<file path="src/rtl/wiper_ctl_params.svh">
// Constants for the wiper register control block.
`ifndef WIPER_CTL_PARAMS_SVH
`define WIPER_CTL_PARAMS_SVH
`define WREG_W 8
`define CMD_NOP 5'h00
`define CMD_WR_WIPER 5'h01
`define CMD_WR_INPUT 5'h02
`define CMD_READBACK 5'h03
`define CMD_LIN_INC 5'h04
`define CMD_LIN_DEC 5'h05
`define CMD_DB_INC 5'h06
`define CMD_DB_DEC 5'h07
`define CMD_COPY_IN 5'h08
`define CMD_NV_STORE 5'h09
`define CMD_NV_LOAD 5'h0a
`define CMD_WR_NV 5'h0b
`define CMD_TOP_SCALE 5'h0c
`define CMD_BOT_SCALE 5'h0d
`define CMD_SOFT_RESET 5'h0e
`define CMD_SHUTDOWN 5'h0f
`define CMD_WR_CTRL 5'h10
`define CTL_WWE 0
`define CTL_NVE 1
`define CTL_LGS 2
`define CTL_BURST 3
`define CTL_RESET 4'h3
`define SEL_IN 2'h0
`define SEL_NV 2'h1
`define SEL_CTL 2'h2
`define SEL_WIPER 2'h3
`define MIDSCALE 8'h80
`define SYNC_IDLE 5'h0f
`define RELOAD_NS 30000
`define CLK_NS 10
`define RELOAD_CYC ((`RELOAD_NS + `CLK_NS - 1) / `CLK_NS)
`endif

</file>
<file path="src/rtl/wiper_ctl_pkg.sv">
// Types shared by the wiper register control block.
package wiper_ctl_pkg;
    typedef struct packed {
        logic [4:0] code;
        logic all_ch;
        logic second;
        logic [7:0] data;
    } cmd_s;
    typedef enum logic [1:0] {ST_IDLE, ST_RELOAD} ctl_state_e;
endpackage

</file>
<file path="src/rtl/wiper_step.sv">
// Step arithmetic for one wiper register value.
`timescale 1ns/10ps
`default_nettype none
`include "wiper_ctl_params.svh"
module wiper_step
    import wiper_ctl_pkg::*;
#(
    parameter int W = `WREG_W
) (
    input wire logic [4:0] code, // Command code.
    input wire logic [W-1:0] cur, // Present wiper value.
    output logic [W-1:0] nxt // Value after the step.
);
    // Linear steps saturate; dB steps shift with the documented end cases.
    always_comb begin
        nxt = cur;
        case (code)
            `CMD_LIN_INC: begin
                if (cur != {W{1'b1}}) begin
                    nxt = cur + 1'b1;
                end
            end
            `CMD_LIN_DEC: begin
                if (cur != '0) begin
                    nxt = cur - 1'b1;
                end
            end
            `CMD_DB_INC: begin
                if (cur == '0) begin
                    nxt = {{(W-1){1'b0}}, 1'b1};
                end else if (cur[W-1]) begin
                    nxt = {W{1'b1}};
                end else begin
                    nxt = {cur[W-2:0], 1'b0};
                end
            end
            `CMD_DB_DEC: begin
                nxt = {1'b0, cur[W-1:1]};
            end
            default: begin
                nxt = cur;
            end
        endcase
    end
endmodule
`default_nettype wire

</file>
<file path="src/rtl/wiper_register_control.sv">
// Control, input and wiper registers of a single-channel potentiometer.
`timescale 1ns/10ps
`default_nettype none
`include "wiper_ctl_params.svh"
module wiper_register_control
    import wiper_ctl_pkg::*;
#(
    parameter int W = `WREG_W,
    parameter int RELOAD_CYCLES = `RELOAD_CYC
) (
    input wire logic clock, // System clock, 100 MHz.
    input wire logic resetn, // Asynchronous reset, active low.
    input wire logic cmd_valid, // One-cycle pulse: command byte pair.
    input wire cmd_s cmd, // Decoded command from the serial front end.
    input wire logic burst_byte, // Pulse: extra data byte in burst.
    input wire logic [7:0] burst_data, // Data of the extra byte.
    input wire logic frame_start, // Pulse: start or repeated start.
    input wire logic reset_pin_n, // Hardware reset pin, active low.
    input wire logic transfer_strobe_n, // Input transfer strobe pin.
    input wire logic write_protect_n, // Hardware write protect pin.
    input wire logic independent_mode_strap, // Mode strap pin.
    input wire logic [W-1:0] nv_lower, // Stored lower string value.
    input wire logic [W-1:0] nv_upper, // Stored upper string value.
    output logic nv_store, // Pulse: store wiper or written data into memory.
    output logic [W-1:0] nv_store_data, // Data for the store.
    output logic [1:0] nv_store_slot, // 0 lower, 1 upper string.
    output logic [7:0] read_data, // Readback data.
    output logic busy, // High while a reload runs.
    output logic [3:0] control_config, // Control register.
    output logic linear_mode, // Effective linear gain mode.
    output logic [W-1:0] lower_string_resistor, // Wiper register 0.
    output logic [W-1:0] upper_string_resistor, // Wiper register 1.
    output logic top_scale, // Top scale position active.
    output logic bottom_scale, // Bottom scale position active.
    output logic shutdown // Shutdown state.
);
    localparam int CW = $clog2(RELOAD_CYCLES + 1);

    // Pin synchronisers; only the second stage is read. Reset loads the
    // idle pin levels so that no false falling edge follows reset.
    logic [4:0] s1_r, s2_r;
    always_ff @(posedge clock or negedge resetn) begin
        if (!resetn) begin
            s1_r <= `SYNC_IDLE;
            s2_r <= `SYNC_IDLE;
        end else begin
            s1_r <= {independent_mode_strap, write_protect_n,
                     transfer_strobe_n, reset_pin_n, 1'b1};
            s2_r <= s1_r;
        end
    end
    logic rst_pin_s, strobe_s, wp_s, strap_s;
    assign rst_pin_s = s2_r[1];
    assign strobe_s = s2_r[2];
    assign wp_s = s2_r[3];
    assign strap_s = s2_r[4];

    // State of the register file.
    ctl_state_e st_r, st_nxt;
    logic [3:0] ctl_r, ctl_nxt;
    logic [W-1:0] wip_r [2], wip_nxt [2];
    logic [W-1:0] inp_r [2], inp_nxt [2];
    logic ts_r, ts_nxt, bs_r, bs_nxt, sd_r, sd_nxt;
    logic prot_r, prot_nxt, strobe_d_r, strobe_d_nxt;
    logic init_r, init_nxt, strap_r, strap_nxt, rstp_d_r, rstp_d_nxt;
    logic burst_act_r, burst_act_nxt;
    cmd_s bcmd_r, bcmd_nxt;
    logic [CW-1:0] cnt_r, cnt_nxt;
    logic [7:0] rd_r, rd_nxt;
    logic nvs_r, nvs_nxt;
    logic [W-1:0] nvd_r, nvd_nxt;
    logic [1:0] nvsl_r, nvsl_nxt;

    // Command in effect this cycle: a fresh one, or a burst repeat.
    cmd_s ex;
    logic ex_go;
    always_comb begin
        ex = cmd;
        ex_go = cmd_valid;
        if (!cmd_valid && burst_byte && burst_act_r) begin
            ex = bcmd_r;
            ex.data = burst_data;
            ex_go = 1'b1;
        end
    end

    // Channel hit: all channels or the selected string, with channel 1 reachable only in linear mode.
    function automatic logic hit(input cmd_s c, input int ch,
                                 input logic lin);
        if (c.all_ch) begin
            hit = (ch == 0) || lin;
        end else begin
            hit = (ch == 0) ? !c.second : (c.second && lin);
        end
    endfunction

    logic [W-1:0] stepped [2];
    genvar g;
    generate
        for (g = 0; g < 2; g++) begin : g_step
            wiper_step #(.W(W)) u_step (
                .code(ex.code),
                .cur(wip_r[g]),
                .nxt(stepped[g])
            );
        end
    endgenerate

    logic lin, wlock, nvlock;
    assign lin = strap_r | ctl_r[`CTL_LGS];
    assign wlock = !ctl_r[`CTL_WWE] || prot_r;
    assign nvlock = !ctl_r[`CTL_NVE] || prot_r;

    // Next-state logic for commands, pins and reloads.
    always_comb begin
        st_nxt = st_r;
        ctl_nxt = ctl_r;
        wip_nxt = wip_r;
        inp_nxt = inp_r;
        ts_nxt = ts_r;
        bs_nxt = bs_r;
        sd_nxt = sd_r;
        strobe_d_nxt = strobe_s;
        rstp_d_nxt = rst_pin_s;
        init_nxt = init_r;
        strap_nxt = strap_r;
        burst_act_nxt = burst_act_r;
        bcmd_nxt = bcmd_r;
        cnt_nxt = cnt_r;
        rd_nxt = rd_r;
        nvs_nxt = 1'b0;
        nvd_nxt = nvd_r;
        nvsl_nxt = nvsl_r;
        // Protection changes only between commands.
        prot_nxt = ex_go ? prot_r : !wp_s;
        // The strap follows the pin until the first reload ends, so the
        // captured level comes from a settled synchroniser.
        if (!init_r) begin
            strap_nxt = strap_s;
        end
        if (frame_start) begin
            burst_act_nxt = 1'b0;
        end
        if (st_r == ST_RELOAD) begin
            if (cnt_r == '0) begin
                st_nxt = ST_IDLE;
                init_nxt = 1'b1;
                wip_nxt[0] = nv_lower;
                wip_nxt[1] = nv_upper;
                inp_nxt[0] = nv_lower;
                inp_nxt[1] = nv_upper;
                ts_nxt = 1'b0;
                bs_nxt = 1'b0;
            end else begin
                cnt_nxt = cnt_r - 1'b1;
            end
        end else if (ex_go) begin
            if (ctl_r[`CTL_BURST] && cmd_valid) begin
                burst_act_nxt = 1'b1;
                bcmd_nxt = cmd;
            end
            case (ex.code)
                `CMD_WR_WIPER, `CMD_WR_INPUT, `CMD_COPY_IN: begin
                    for (int i = 0; i < 2; i++) begin
                        if (hit(ex, i, lin) && (ex.code == `CMD_WR_INPUT
                            || !wlock)) begin
                            if (ex.code == `CMD_COPY_IN) begin
                                wip_nxt[i] = inp_r[i];
                            end else begin
                                inp_nxt[i] = ex.data[W-1:0];
                                if (ex.code == `CMD_WR_WIPER) begin
                                    wip_nxt[i] = ex.data[W-1:0];
                                end
                            end
                            if (ex.code != `CMD_WR_INPUT) begin
                                ts_nxt = 1'b0;
                                bs_nxt = 1'b0;
                            end
                        end
                    end
                end
                `CMD_LIN_INC, `CMD_DB_INC,
                `CMD_LIN_DEC, `CMD_DB_DEC: begin
                    for (int i = 0; i < 2; i++) begin
                        if (hit(ex, i, lin) && !wlock) begin
                            wip_nxt[i] = stepped[i];
                            inp_nxt[i] = stepped[i];
                            ts_nxt = 1'b0;
                            bs_nxt = 1'b0;
                        end
                    end
                end
                `CMD_READBACK: begin
                    case (ex.data[1:0])
                        `SEL_IN: rd_nxt = 8'(inp_r[ex.second & lin]);
                        `SEL_CTL: rd_nxt = {4'h0, ctl_r};
                        `SEL_WIPER: rd_nxt = 8'(wip_r[ex.second & lin]);
                        default: rd_nxt = 8'((ex.second & lin) ?
                                             nv_upper : nv_lower);
                    endcase
                end
                `CMD_NV_STORE: begin
                    if (!nvlock) begin
                        nvs_nxt = 1'b1;
                        nvd_nxt = wip_r[ex.second & lin];
                        nvsl_nxt = {1'b0, ex.second & lin};
                    end
                end
                `CMD_WR_NV: begin
                    if (!nvlock) begin
                        nvs_nxt = 1'b1;
                        nvd_nxt = ex.data[W-1:0];
                        nvsl_nxt = {1'b0, ex.second & lin};
                    end
                end
                `CMD_NV_LOAD: begin
                    // Allowed even while protected.
                    wip_nxt[0] = nv_lower;
                    inp_nxt[0] = nv_lower;
                    if (lin) begin
                        wip_nxt[1] = nv_upper;
                        inp_nxt[1] = nv_upper;
                    end
                    ts_nxt = 1'b0;
                    bs_nxt = 1'b0;
                end
                `CMD_TOP_SCALE: begin
                    ts_nxt = ex.data[0];
                    bs_nxt = bs_r & !ex.data[0];
                end
                `CMD_BOT_SCALE: begin
                    bs_nxt = ex.data[0];
                    ts_nxt = ts_r & !ex.data[0];
                end
                `CMD_SOFT_RESET: begin
                    st_nxt = ST_RELOAD;
                    cnt_nxt = CW'(RELOAD_CYCLES - 1);
                    ctl_nxt[`CTL_BURST] = 1'b0;
                    burst_act_nxt = 1'b0;
                end
                `CMD_SHUTDOWN: begin
                    sd_nxt = ex.data[0];
                    ts_nxt = 1'b0;
                    bs_nxt = 1'b0;
                end
                `CMD_WR_CTRL: begin
                    ctl_nxt = ex.data[3:0];
                end
                default: begin
                    rd_nxt = rd_r;
                end
            endcase
        end else if (strobe_d_r && !strobe_s && !wlock) begin
            // Strobe edge only counts when no command runs this cycle.
            wip_nxt = inp_r;
            ts_nxt = 1'b0;
            bs_nxt = 1'b0;
        end
        if (rstp_d_r && !rst_pin_s) begin
            st_nxt = ST_RELOAD;
            cnt_nxt = CW'(RELOAD_CYCLES - 1);
            ctl_nxt[`CTL_BURST] = 1'b0;
            burst_act_nxt = 1'b0;
        end
    end

    // Registers; reset loads the factory midscale as a safe value.
    always_ff @(posedge clock or negedge resetn) begin
        if (!resetn) begin
            st_r <= ST_RELOAD;
            ctl_r <= `CTL_RESET;
            wip_r <= '{`MIDSCALE, `MIDSCALE};
            inp_r <= '{`MIDSCALE, `MIDSCALE};
            ts_r <= 1'b0;
            bs_r <= 1'b0;
            sd_r <= 1'b0;
            prot_r <= 1'b0;
            strobe_d_r <= 1'b1;
            rstp_d_r <= 1'b1;
            init_r <= 1'b0;
            strap_r <= 1'b0;
            burst_act_r <= 1'b0;
            bcmd_r <= '0;
            cnt_r <= CW'(RELOAD_CYCLES - 1);
            rd_r <= 8'h00;
            nvs_r <= 1'b0;
            nvd_r <= '0;
            nvsl_r <= 2'h0;
        end else begin
            st_r <= st_nxt;
            ctl_r <= ctl_nxt;
            wip_r <= wip_nxt;
            inp_r <= inp_nxt;
            ts_r <= ts_nxt;
            bs_r <= bs_nxt;
            sd_r <= sd_nxt;
            prot_r <= prot_nxt;
            strobe_d_r <= strobe_d_nxt;
            rstp_d_r <= rstp_d_nxt;
            init_r <= init_nxt;
            strap_r <= strap_nxt;
            burst_act_r <= burst_act_nxt;
            bcmd_r <= bcmd_nxt;
            cnt_r <= cnt_nxt;
            rd_r <= rd_nxt;
            nvs_r <= nvs_nxt;
            nvd_r <= nvd_nxt;
            nvsl_r <= nvsl_nxt;
        end
    end

    // Outputs come from flip-flops; busy and linear_mode are decoded from them.
    assign nv_store = nvs_r;
    assign nv_store_data = nvd_r;
    assign nv_store_slot = nvsl_r;
    assign read_data = rd_r;
    assign busy = (st_r == ST_RELOAD);
    assign control_config = ctl_r;
    assign linear_mode = lin;
    assign lower_string_resistor = wip_r[0];
    assign upper_string_resistor = wip_r[1];
    assign top_scale = ts_r;
    assign bottom_scale = bs_r;
    assign shutdown = sd_r;

    AST_LOCK_WIPER: assert property (@(posedge clock) disable iff (!resetn)
        (cmd_valid && cmd.code == `CMD_WR_WIPER && wlock && !busy)
        |=> $stable(wip_r[0])) else $error("locked wiper changed");
    AST_NV_LOCK: assert property (@(posedge clock) disable iff (!resetn)
        nvlock |=> !nv_store) else $error("store while locked");
    AST_MODE_OR: assert property (@(posedge clock) disable iff (!resetn)
        linear_mode == (strap_r | control_config[`CTL_LGS]))
        else $error("mode not OR");
    AST_WRITE_INPUT: assert property (@(posedge clock) disable iff (!resetn)
        (cmd_valid && cmd.code == `CMD_WR_INPUT && !cmd.second
         && !cmd.all_ch && !busy && !(rstp_d_r && !rst_pin_s))
        |=> inp_r[0] == $past(cmd.data)) else $error("input write");
    AST_SHUTDOWN: assert property (@(posedge clock) disable iff (!resetn)
        (cmd_valid && cmd.code == `CMD_SHUTDOWN && !busy)
        |=> shutdown == $past(cmd.data[0]) && $stable(wip_r[0]))
        else $error("shutdown");
    AST_SCALE_KEEP: assert property (@(posedge clock) disable iff (!resetn)
        (cmd_valid && cmd.code == `CMD_TOP_SCALE && !busy)
        |=> $stable(wip_r[0]) && top_scale == $past(cmd.data[0]))
        else $error("scale changed wiper");
    AST_RELOAD: assert property (@(posedge clock) disable iff (!resetn)
        (st_r == ST_RELOAD && cnt_r == '0 && !(rstp_d_r && !rst_pin_s))
        |=> !busy && wip_r[0] == $past(nv_lower)) else $error("reload");
    AST_BURST_CLR: assert property (@(posedge clock) disable iff (!resetn)
        (cmd_valid && cmd.code == `CMD_SOFT_RESET && !busy)
        |=> !control_config[`CTL_BURST] && busy) else $error("burst");
    AST_PROT_HOLD: assert property (@(posedge clock) disable iff (!resetn)
        ex_go |=> prot_r == $past(prot_r)) else $error("protect mid cmd");
endmodule
`default_nettype wire

</file>
<file path="config.mk">
export PLATFORM = sky130hd
export DESIGN_NAME = wiper_register_control
export DESIGN_NICKNAME = d
export VERILOG_FILES = /design/src/rtl/wiper_ctl_pkg.sv /design/src/rtl/wiper_step.sv /design/src/rtl/wiper_register_control.sv
export VERILOG_INCLUDE_DIRS = /design/src /design/src/rtl
export SDC_FILE = /design/constraint.sdc
export NUM_CORES = 1
export LEC_CHECK = 0
export BUFFER_PORTS_ARGS = -buffer_cell sky130_fd_sc_hd__buf_2
export CORE_MARGIN = 3
export CORE_UTILIZATION = 59
export CTS_CLUSTER_SIZE = 30
export DETAILED_ROUTE_END_ITERATION = 10
export PLACE_DENSITY = 0.89
export SYNTH_ARGS = -nofsm -noshare
export SYNTH_HDL_FRONTEND = slang
export SYNTH_SLANG_ARGS = --single-unit
</file>
<file path="constraint.sdc">
create_clock -name clock -period 2.96 [get_ports clock]
set_input_delay 0.296 -clock clock [delete_from_list [all_inputs] [get_ports clock]]
set_output_delay 0.296 -clock clock [all_outputs]
set_load 0.01 [all_outputs]
</file>
Yosys cells after proc, flatten, opt, wreduce, memory -nomap -nowiden
Index checks and enable logic that the tools add are counted.
- magnitude comparators: 1
- mux-type cells: 99
- equality and inequality tests: 43
- $add $sub $neg: 5
- reduce and logical (&&, ||, !) cells: 56
- bitwise logic cells: 7
- operators by type and width (cell ; number):
    $mux W8 ; 28
    $mux W16 ; 6
    $pmux W16 S3 ; 2
    $pmux W8 S4 ; 2
    $mux W12 ; 5
    $mux W1 ; 42
    $eq A5 B4 Y1 const B ; 8
    $pmux W8 S3 ; 1
    $reduce_and A3 Y1 ; 7
    $eq A5 B3 Y1 const B ; 4
    $ne A4 B4 Y1 const B ; 5
    $ne A3 B3 Y1 const B ; 6
    $add A8 B1 Y8 const B ; 2
    $logic_not A8 Y1 ; 2
    $ne A8 B8 Y1 const B ; 2
    $pmux W8 S2 ; 1
    $reduce_bool A8 Y1 ; 2
    $sub A8 B1 Y8 const B ; 2
    $mux W15 ; 1
    $reduce_and A7 Y1 ; 2
    $logic_not A12 Y1 ; 1
    $reduce_and A6 Y1 ; 2
    $reduce_bool A3 Y1 ; 4
    $sub A12 B1 Y12 const B ; 1
    other kinds (34) ; 73
- register bits: 92
- input bits: 48
- logic and storage cells: 237

Depth between registers and ports, before layout
- depth in word-level cells: 16
- depth in mapped cells: 11
- depth with buffers taken out: 9

By module
From an unflattened synthesis, not the netlist that was laid out.
- cell total of the unflattened synthesis: 891
- area, all modules: 7611.0 µm²
- modules (own cells, without submodules) (module ; instances ; cells each ; area an instance (µm²)):
    wiper_register_control ; 1 ; 657 ; 6120.9
    wiper_step (g_step[1].u_step) ; 1 ; 115 ; 778.2
    wiper_step (g_step[0].u_step) ; 1 ; 119 ; 711.9

Worst setup path before layout
No wires, ideal clock.
- path kind: reg-to-reg
- start: reg wip_r (netlist bit lower_string_resistor[1])
- end: reg inp_r[13] (netlist name)
- library setup time: 125 ps
- arrival time: 2641 ps
- stages on the path, launching flop included: 11
- required time: 2835 ps
- path slack: 194 ps
- cell sequence: dfrtp_1 clkbuf_1 inv_1 ha_1 nor4b_1 and2_1 nor3_1 a32o_1 a221o_1 o31a_1 mux2_2
- cells in the longest elaborated chain, start to end: 7
- elaborated cells between the ends (all ways): 13
- those cells by class: 2 x add/sub; 1 x eq/ne; 8 x mux; 2 x reduce/logical
- RTL lines (element ; RTL line ; text):
    start: declaration ; wiper_register_control.sv:61 ; logic [W-1:0] wip_r [2], wip_nxt [2];
    start signal: assignment ; wiper_register_control.sv:272 ; wip_r <= '{`MIDSCALE, `MIDSCALE};
    start signal: assignment ; wiper_register_control.sv:292 ; wip_r <= wip_nxt;
    $sub A8 B1 Y8 (tied with other cells) ; wiper_step.sv:25 ; nxt = cur - 1'b1;
    $mux W8 (on tied branches) ; wiper_step.sv:24, wiper_step.sv:19, wiper_step.sv:29 ;
    $pmux W8 S4 * ; wiper_step.sv:17 ; case (code)
    $mux W8 * ; wiper_register_control.sv:185 ; if (hit(ex, i, lin) && !wlock) begin
    $pmux W16 S3 * ; wiper_register_control.sv:162 ; case (ex.code)
    $mux W16 * ; wiper_register_control.sv:157 ; end else if (ex_go) begin
    $mux W16 * ; wiper_register_control.sv:144 ; if (st_r == ST_RELOAD) begin
    end signal: assignment ; wiper_register_control.sv:273 ; inp_r <= '{`MIDSCALE, `MIDSCALE};
    end signal: assignment ; wiper_register_control.sv:293 ; inp_r <= inp_nxt;
    end: declaration ; wiper_register_control.sv:62 ; logic [W-1:0] inp_r [2], inp_nxt [2];
Every way passes the cells marked *; elsewhere a longest branch is shown, timed or not. The select of a mux whose other input is x is not followed.
A chain may end at the register's enable or synchronous reset.

Worst setup path in the final report
- start: reg cnt_r[6]
- end: reg wip_r (netlist bit lower_string_resistor[4])
- cells in the longest elaborated chain, start to end: 3
- RTL lines (element ; RTL line ; text):
    start: declaration ; wiper_register_control.sv:68 ; logic [CW-1:0] cnt_r, cnt_nxt;
    start signal: assignment ; wiper_register_control.sv:284 ; cnt_r <= CW'(RELOAD_CYCLES - 1);
    start signal: assignment ; wiper_register_control.sv:304 ; cnt_r <= cnt_nxt;
    $logic_not A12 Y1 ; wiper_register_control.sv:145 ; if (cnt_r == '0) begin
    $ne A2 B1 Y1 (no line) ; n/a ;
    $reduce_and A6 Y1 (no line) ; n/a ;
No other way between the ends.

==> impl_metrics.tcl <==
set metrics [dict create \
    synthCells 825 \
    ir_drop_mv 0.461 \
    setup_violations 0 \
    arrival_ps 3030 \
    ys_ff_latch 91 \
    netlist_area_um2 6860 \
    crit_path_max_fanout 15 \
    finalWirelength_um 23500 \
    maxSlewViolCount 0 \
    startpoint_type "flip-flop" \
    via_count 7378 \
    path_clk_slew_ps 70 \
    synth_top_area_share_pct 24.4 \
    clk_latency_ps 350 \
    ys_types 89 \
    initial_core_util_pct 61.9 \
    synthFlopType "dfrtp_1" \
    min_path_type "input pin to flip-flop" \
    synth.largest_area_cell "dfrtp_1" \
    grt_max_degree 85 \
    crit_type "flip-flop to flip-flop" \
    max_freq_mhz 359 \
    die_area_um2 13000 \
    tns_ps 0 \
    synth_edf_count 0 \
    cts_tree "yes" \
    tightest_slew_ps 1100 \
    numCtsBuffers 9 \
    end_kind "flip-flop" \
    grt_usage_pct 36.3 \
    ys_warn_count 0 \
    maxCapViolCount 0 \
    p_leak_nw 3.55 \
    post_cts_buffers 0 \
    cts_root_buffer "clkbuf_16" \
    power.density_nw_per_um2 409 \
    final-hold-violation-count 0 \
    io_pins 92 \
    instances_no_fill 1068 \
    slew_headroom_pct 26.8 \
    antenna_found_initial 0 \
    core_um2 11100 \
    die_h_um 114 \
    syn_to_final_growth_pct 15.9 \
    hold_depth 1 \
    outcome "finished, final reports clean" \
    drive_gt1_share_pct 26.0 \
    syn_area_per_cell_um2 8.32 \
    grt_first_pass_wirelength_um 36900 \
    drt-wirelength-per-cell_um 22.0 \
    port-buffer-count 90 \
    hpwl_um 17200 \
    first_iter_violations 911 \
    final_util_pct 71.8 \
    finalCritPeriodShare_pct 94.2 \
    synth_nets 878 \
    layout_common_cells "104 x nand2_1, 89 x buf_2, 88 x nor2_1" \
    hold_slack_ps 35.8 \
    drc 0 \
    rsz0062_at_grt "false" \
    firstDrtPassIters 5 \
    crit_required_ps 3200 \
    fp.dieW_um 114 \
    yosys-top-cells-area "dfrtp_1 24%, dfstp_2 9.2%, mux2i_1 6.1%, nand2_1 5.7%, mux2_2 5.3%" \
    final_common_cell "nand2_1" \
    viasPerCell 6.91 \
    nets 976 \
    numPlacedInstances 1052 \
    yosysSeqAreaShare_pct 33.6 \
    h-tree-depth 3 \
    num_antenna_cells 0 \
    clock_sinks 91 \
    overflow 0 \
    gp_congestion 1.01 \
    async_flop_share_pct 100 \
    fin_worst_skew_ps 8.97 \
    clockBufferDepth 2 \
    period_minus_slack_ps 2790 \
    grt_pass1_vias 6714 \
    r2r_slack_ps 170 \
    ant_nets 0 \
    num_rows 38 \
    ff2ff_path_depth 6 \
]
## cell families (layout without fill, tap and decap cells)
logic type	after synthesis	after routing	synth area share, %
AOI/OAI and AO/OA	238	238	24.1
xor gates and xnor gates	15	15	1.92
adders and majority gates	5	5	0.912
buffers and inverters	78	181	5.18
DFF	91	91	33.6
muxes	76	76	11.9
other	1	1	0.0547
and+or+nand+nor	321	321	22.3
## through the flow
step | instance area, um2 | total power [mW] | setup WS [ps]
6_report | 7950 | 3.25 | 171
5_1_grt | 7950 | 3.36 | 56.2
4_1_cts | 7950 | 3.22 | 203
3_5_place_dp | 7650 | 2.08 | 239
3_3_place_gp | 7650 | 2.07 | 269
2_1_floorplan | 6860 | 1.81 | 194
## routing by layer
metal  routed length (um)  track usage, %  share of wire (%)
met5                    0               0                  0
met4                  890            14.3                3.8
met3                 2860            7.80                 12
met2                10400            54.4                 44
met1                 9340            51.5                 40
## repair_timing
item | CTS | global route
resized for setup | 0 | 1
hold buffers | 0 | 0
setup endpoints to repair | 0 | 1
## worst max-delay path, stage by stage (launching register included)
cell     delay [ps]
dfrtp_1         400
or4_1           640
or4b_4          580
and2_4          190
nor3_4          250
a31o_4          260
mux2_2          350
## cell type report
type	instances	area [um2]
flip-flops and latches	91	2310
repair buffers	146	886
fillers	861	3130
multi-input cells	656	4220
clock inverters	7	68.8
well taps	140	175
clock buffers	9	225
inverters	19	71.3
## synth_stat cells (4+ instances only)
library cell	count
a31oi_1	13
o211ai_1	5
nor2b_1	8
nor4_1	6
a221oi_1	4
nand2_1	104
nand3_1	22
a211oi_1	10
o22a_1	7
a32oi_1	4
o31a_1	4
or4_1	4
ha_1	5
nand2b_1	14
o2bb2ai_1	4
nor3_1	29
inv_1	18
nand4_1	7
clkbuf_1	38
buf_2	16
a21oi_1	54
or3_1	5
and3_1	8
mux2_2	32
o21a_1	5
nor3b_1	7
a2bb2oi_1	9
a2111oi_0	4
mux2i_1	42
dfrtp_1	67
xnor2_1	8
xor2_1	7
nor2_1	88
dfstp_2	24
o22ai_1	9
o21ai_0	54
a22o_1	4
## state kept, by name, summed over array words and instances, names as in the netlist, 7 cells and up
| signal | count |
|---|---|
| bcmd_r | 7 |
| nv_store_data | 8 |
| lower_string_resistor | 8 |
| read_data | 8 |
| inp_r | 16 |
| cnt_r | 12 |
| upper_string_resistor | 8 |
## report_power, final
| part | switching [mW] | total, mW | internal, mW |
|---|---|---|---|
| Combinational | 0.404 | 0.670 | 0.266 |
| Clock | 0.568 | 1.16 | 0.593 |
| Sequential | 0.0873 | 1.42 | 1.33 |
## worst paths after layout
path	from	end
setup reg to reg	cnt_r[6]	lower_string_resistor[4]
hold / removal	reset_pin_n	s1_r[1]
min in group asynchronous	resetn	cnt_r[6]
hold reg to reg	s1_r[3]	s2_r[3]
setup / recovery	cnt_r[6]	lower_string_resistor[4]
max in group asynchronous	resetn	st_r[0]
Power figures use the tool's default switching activity.
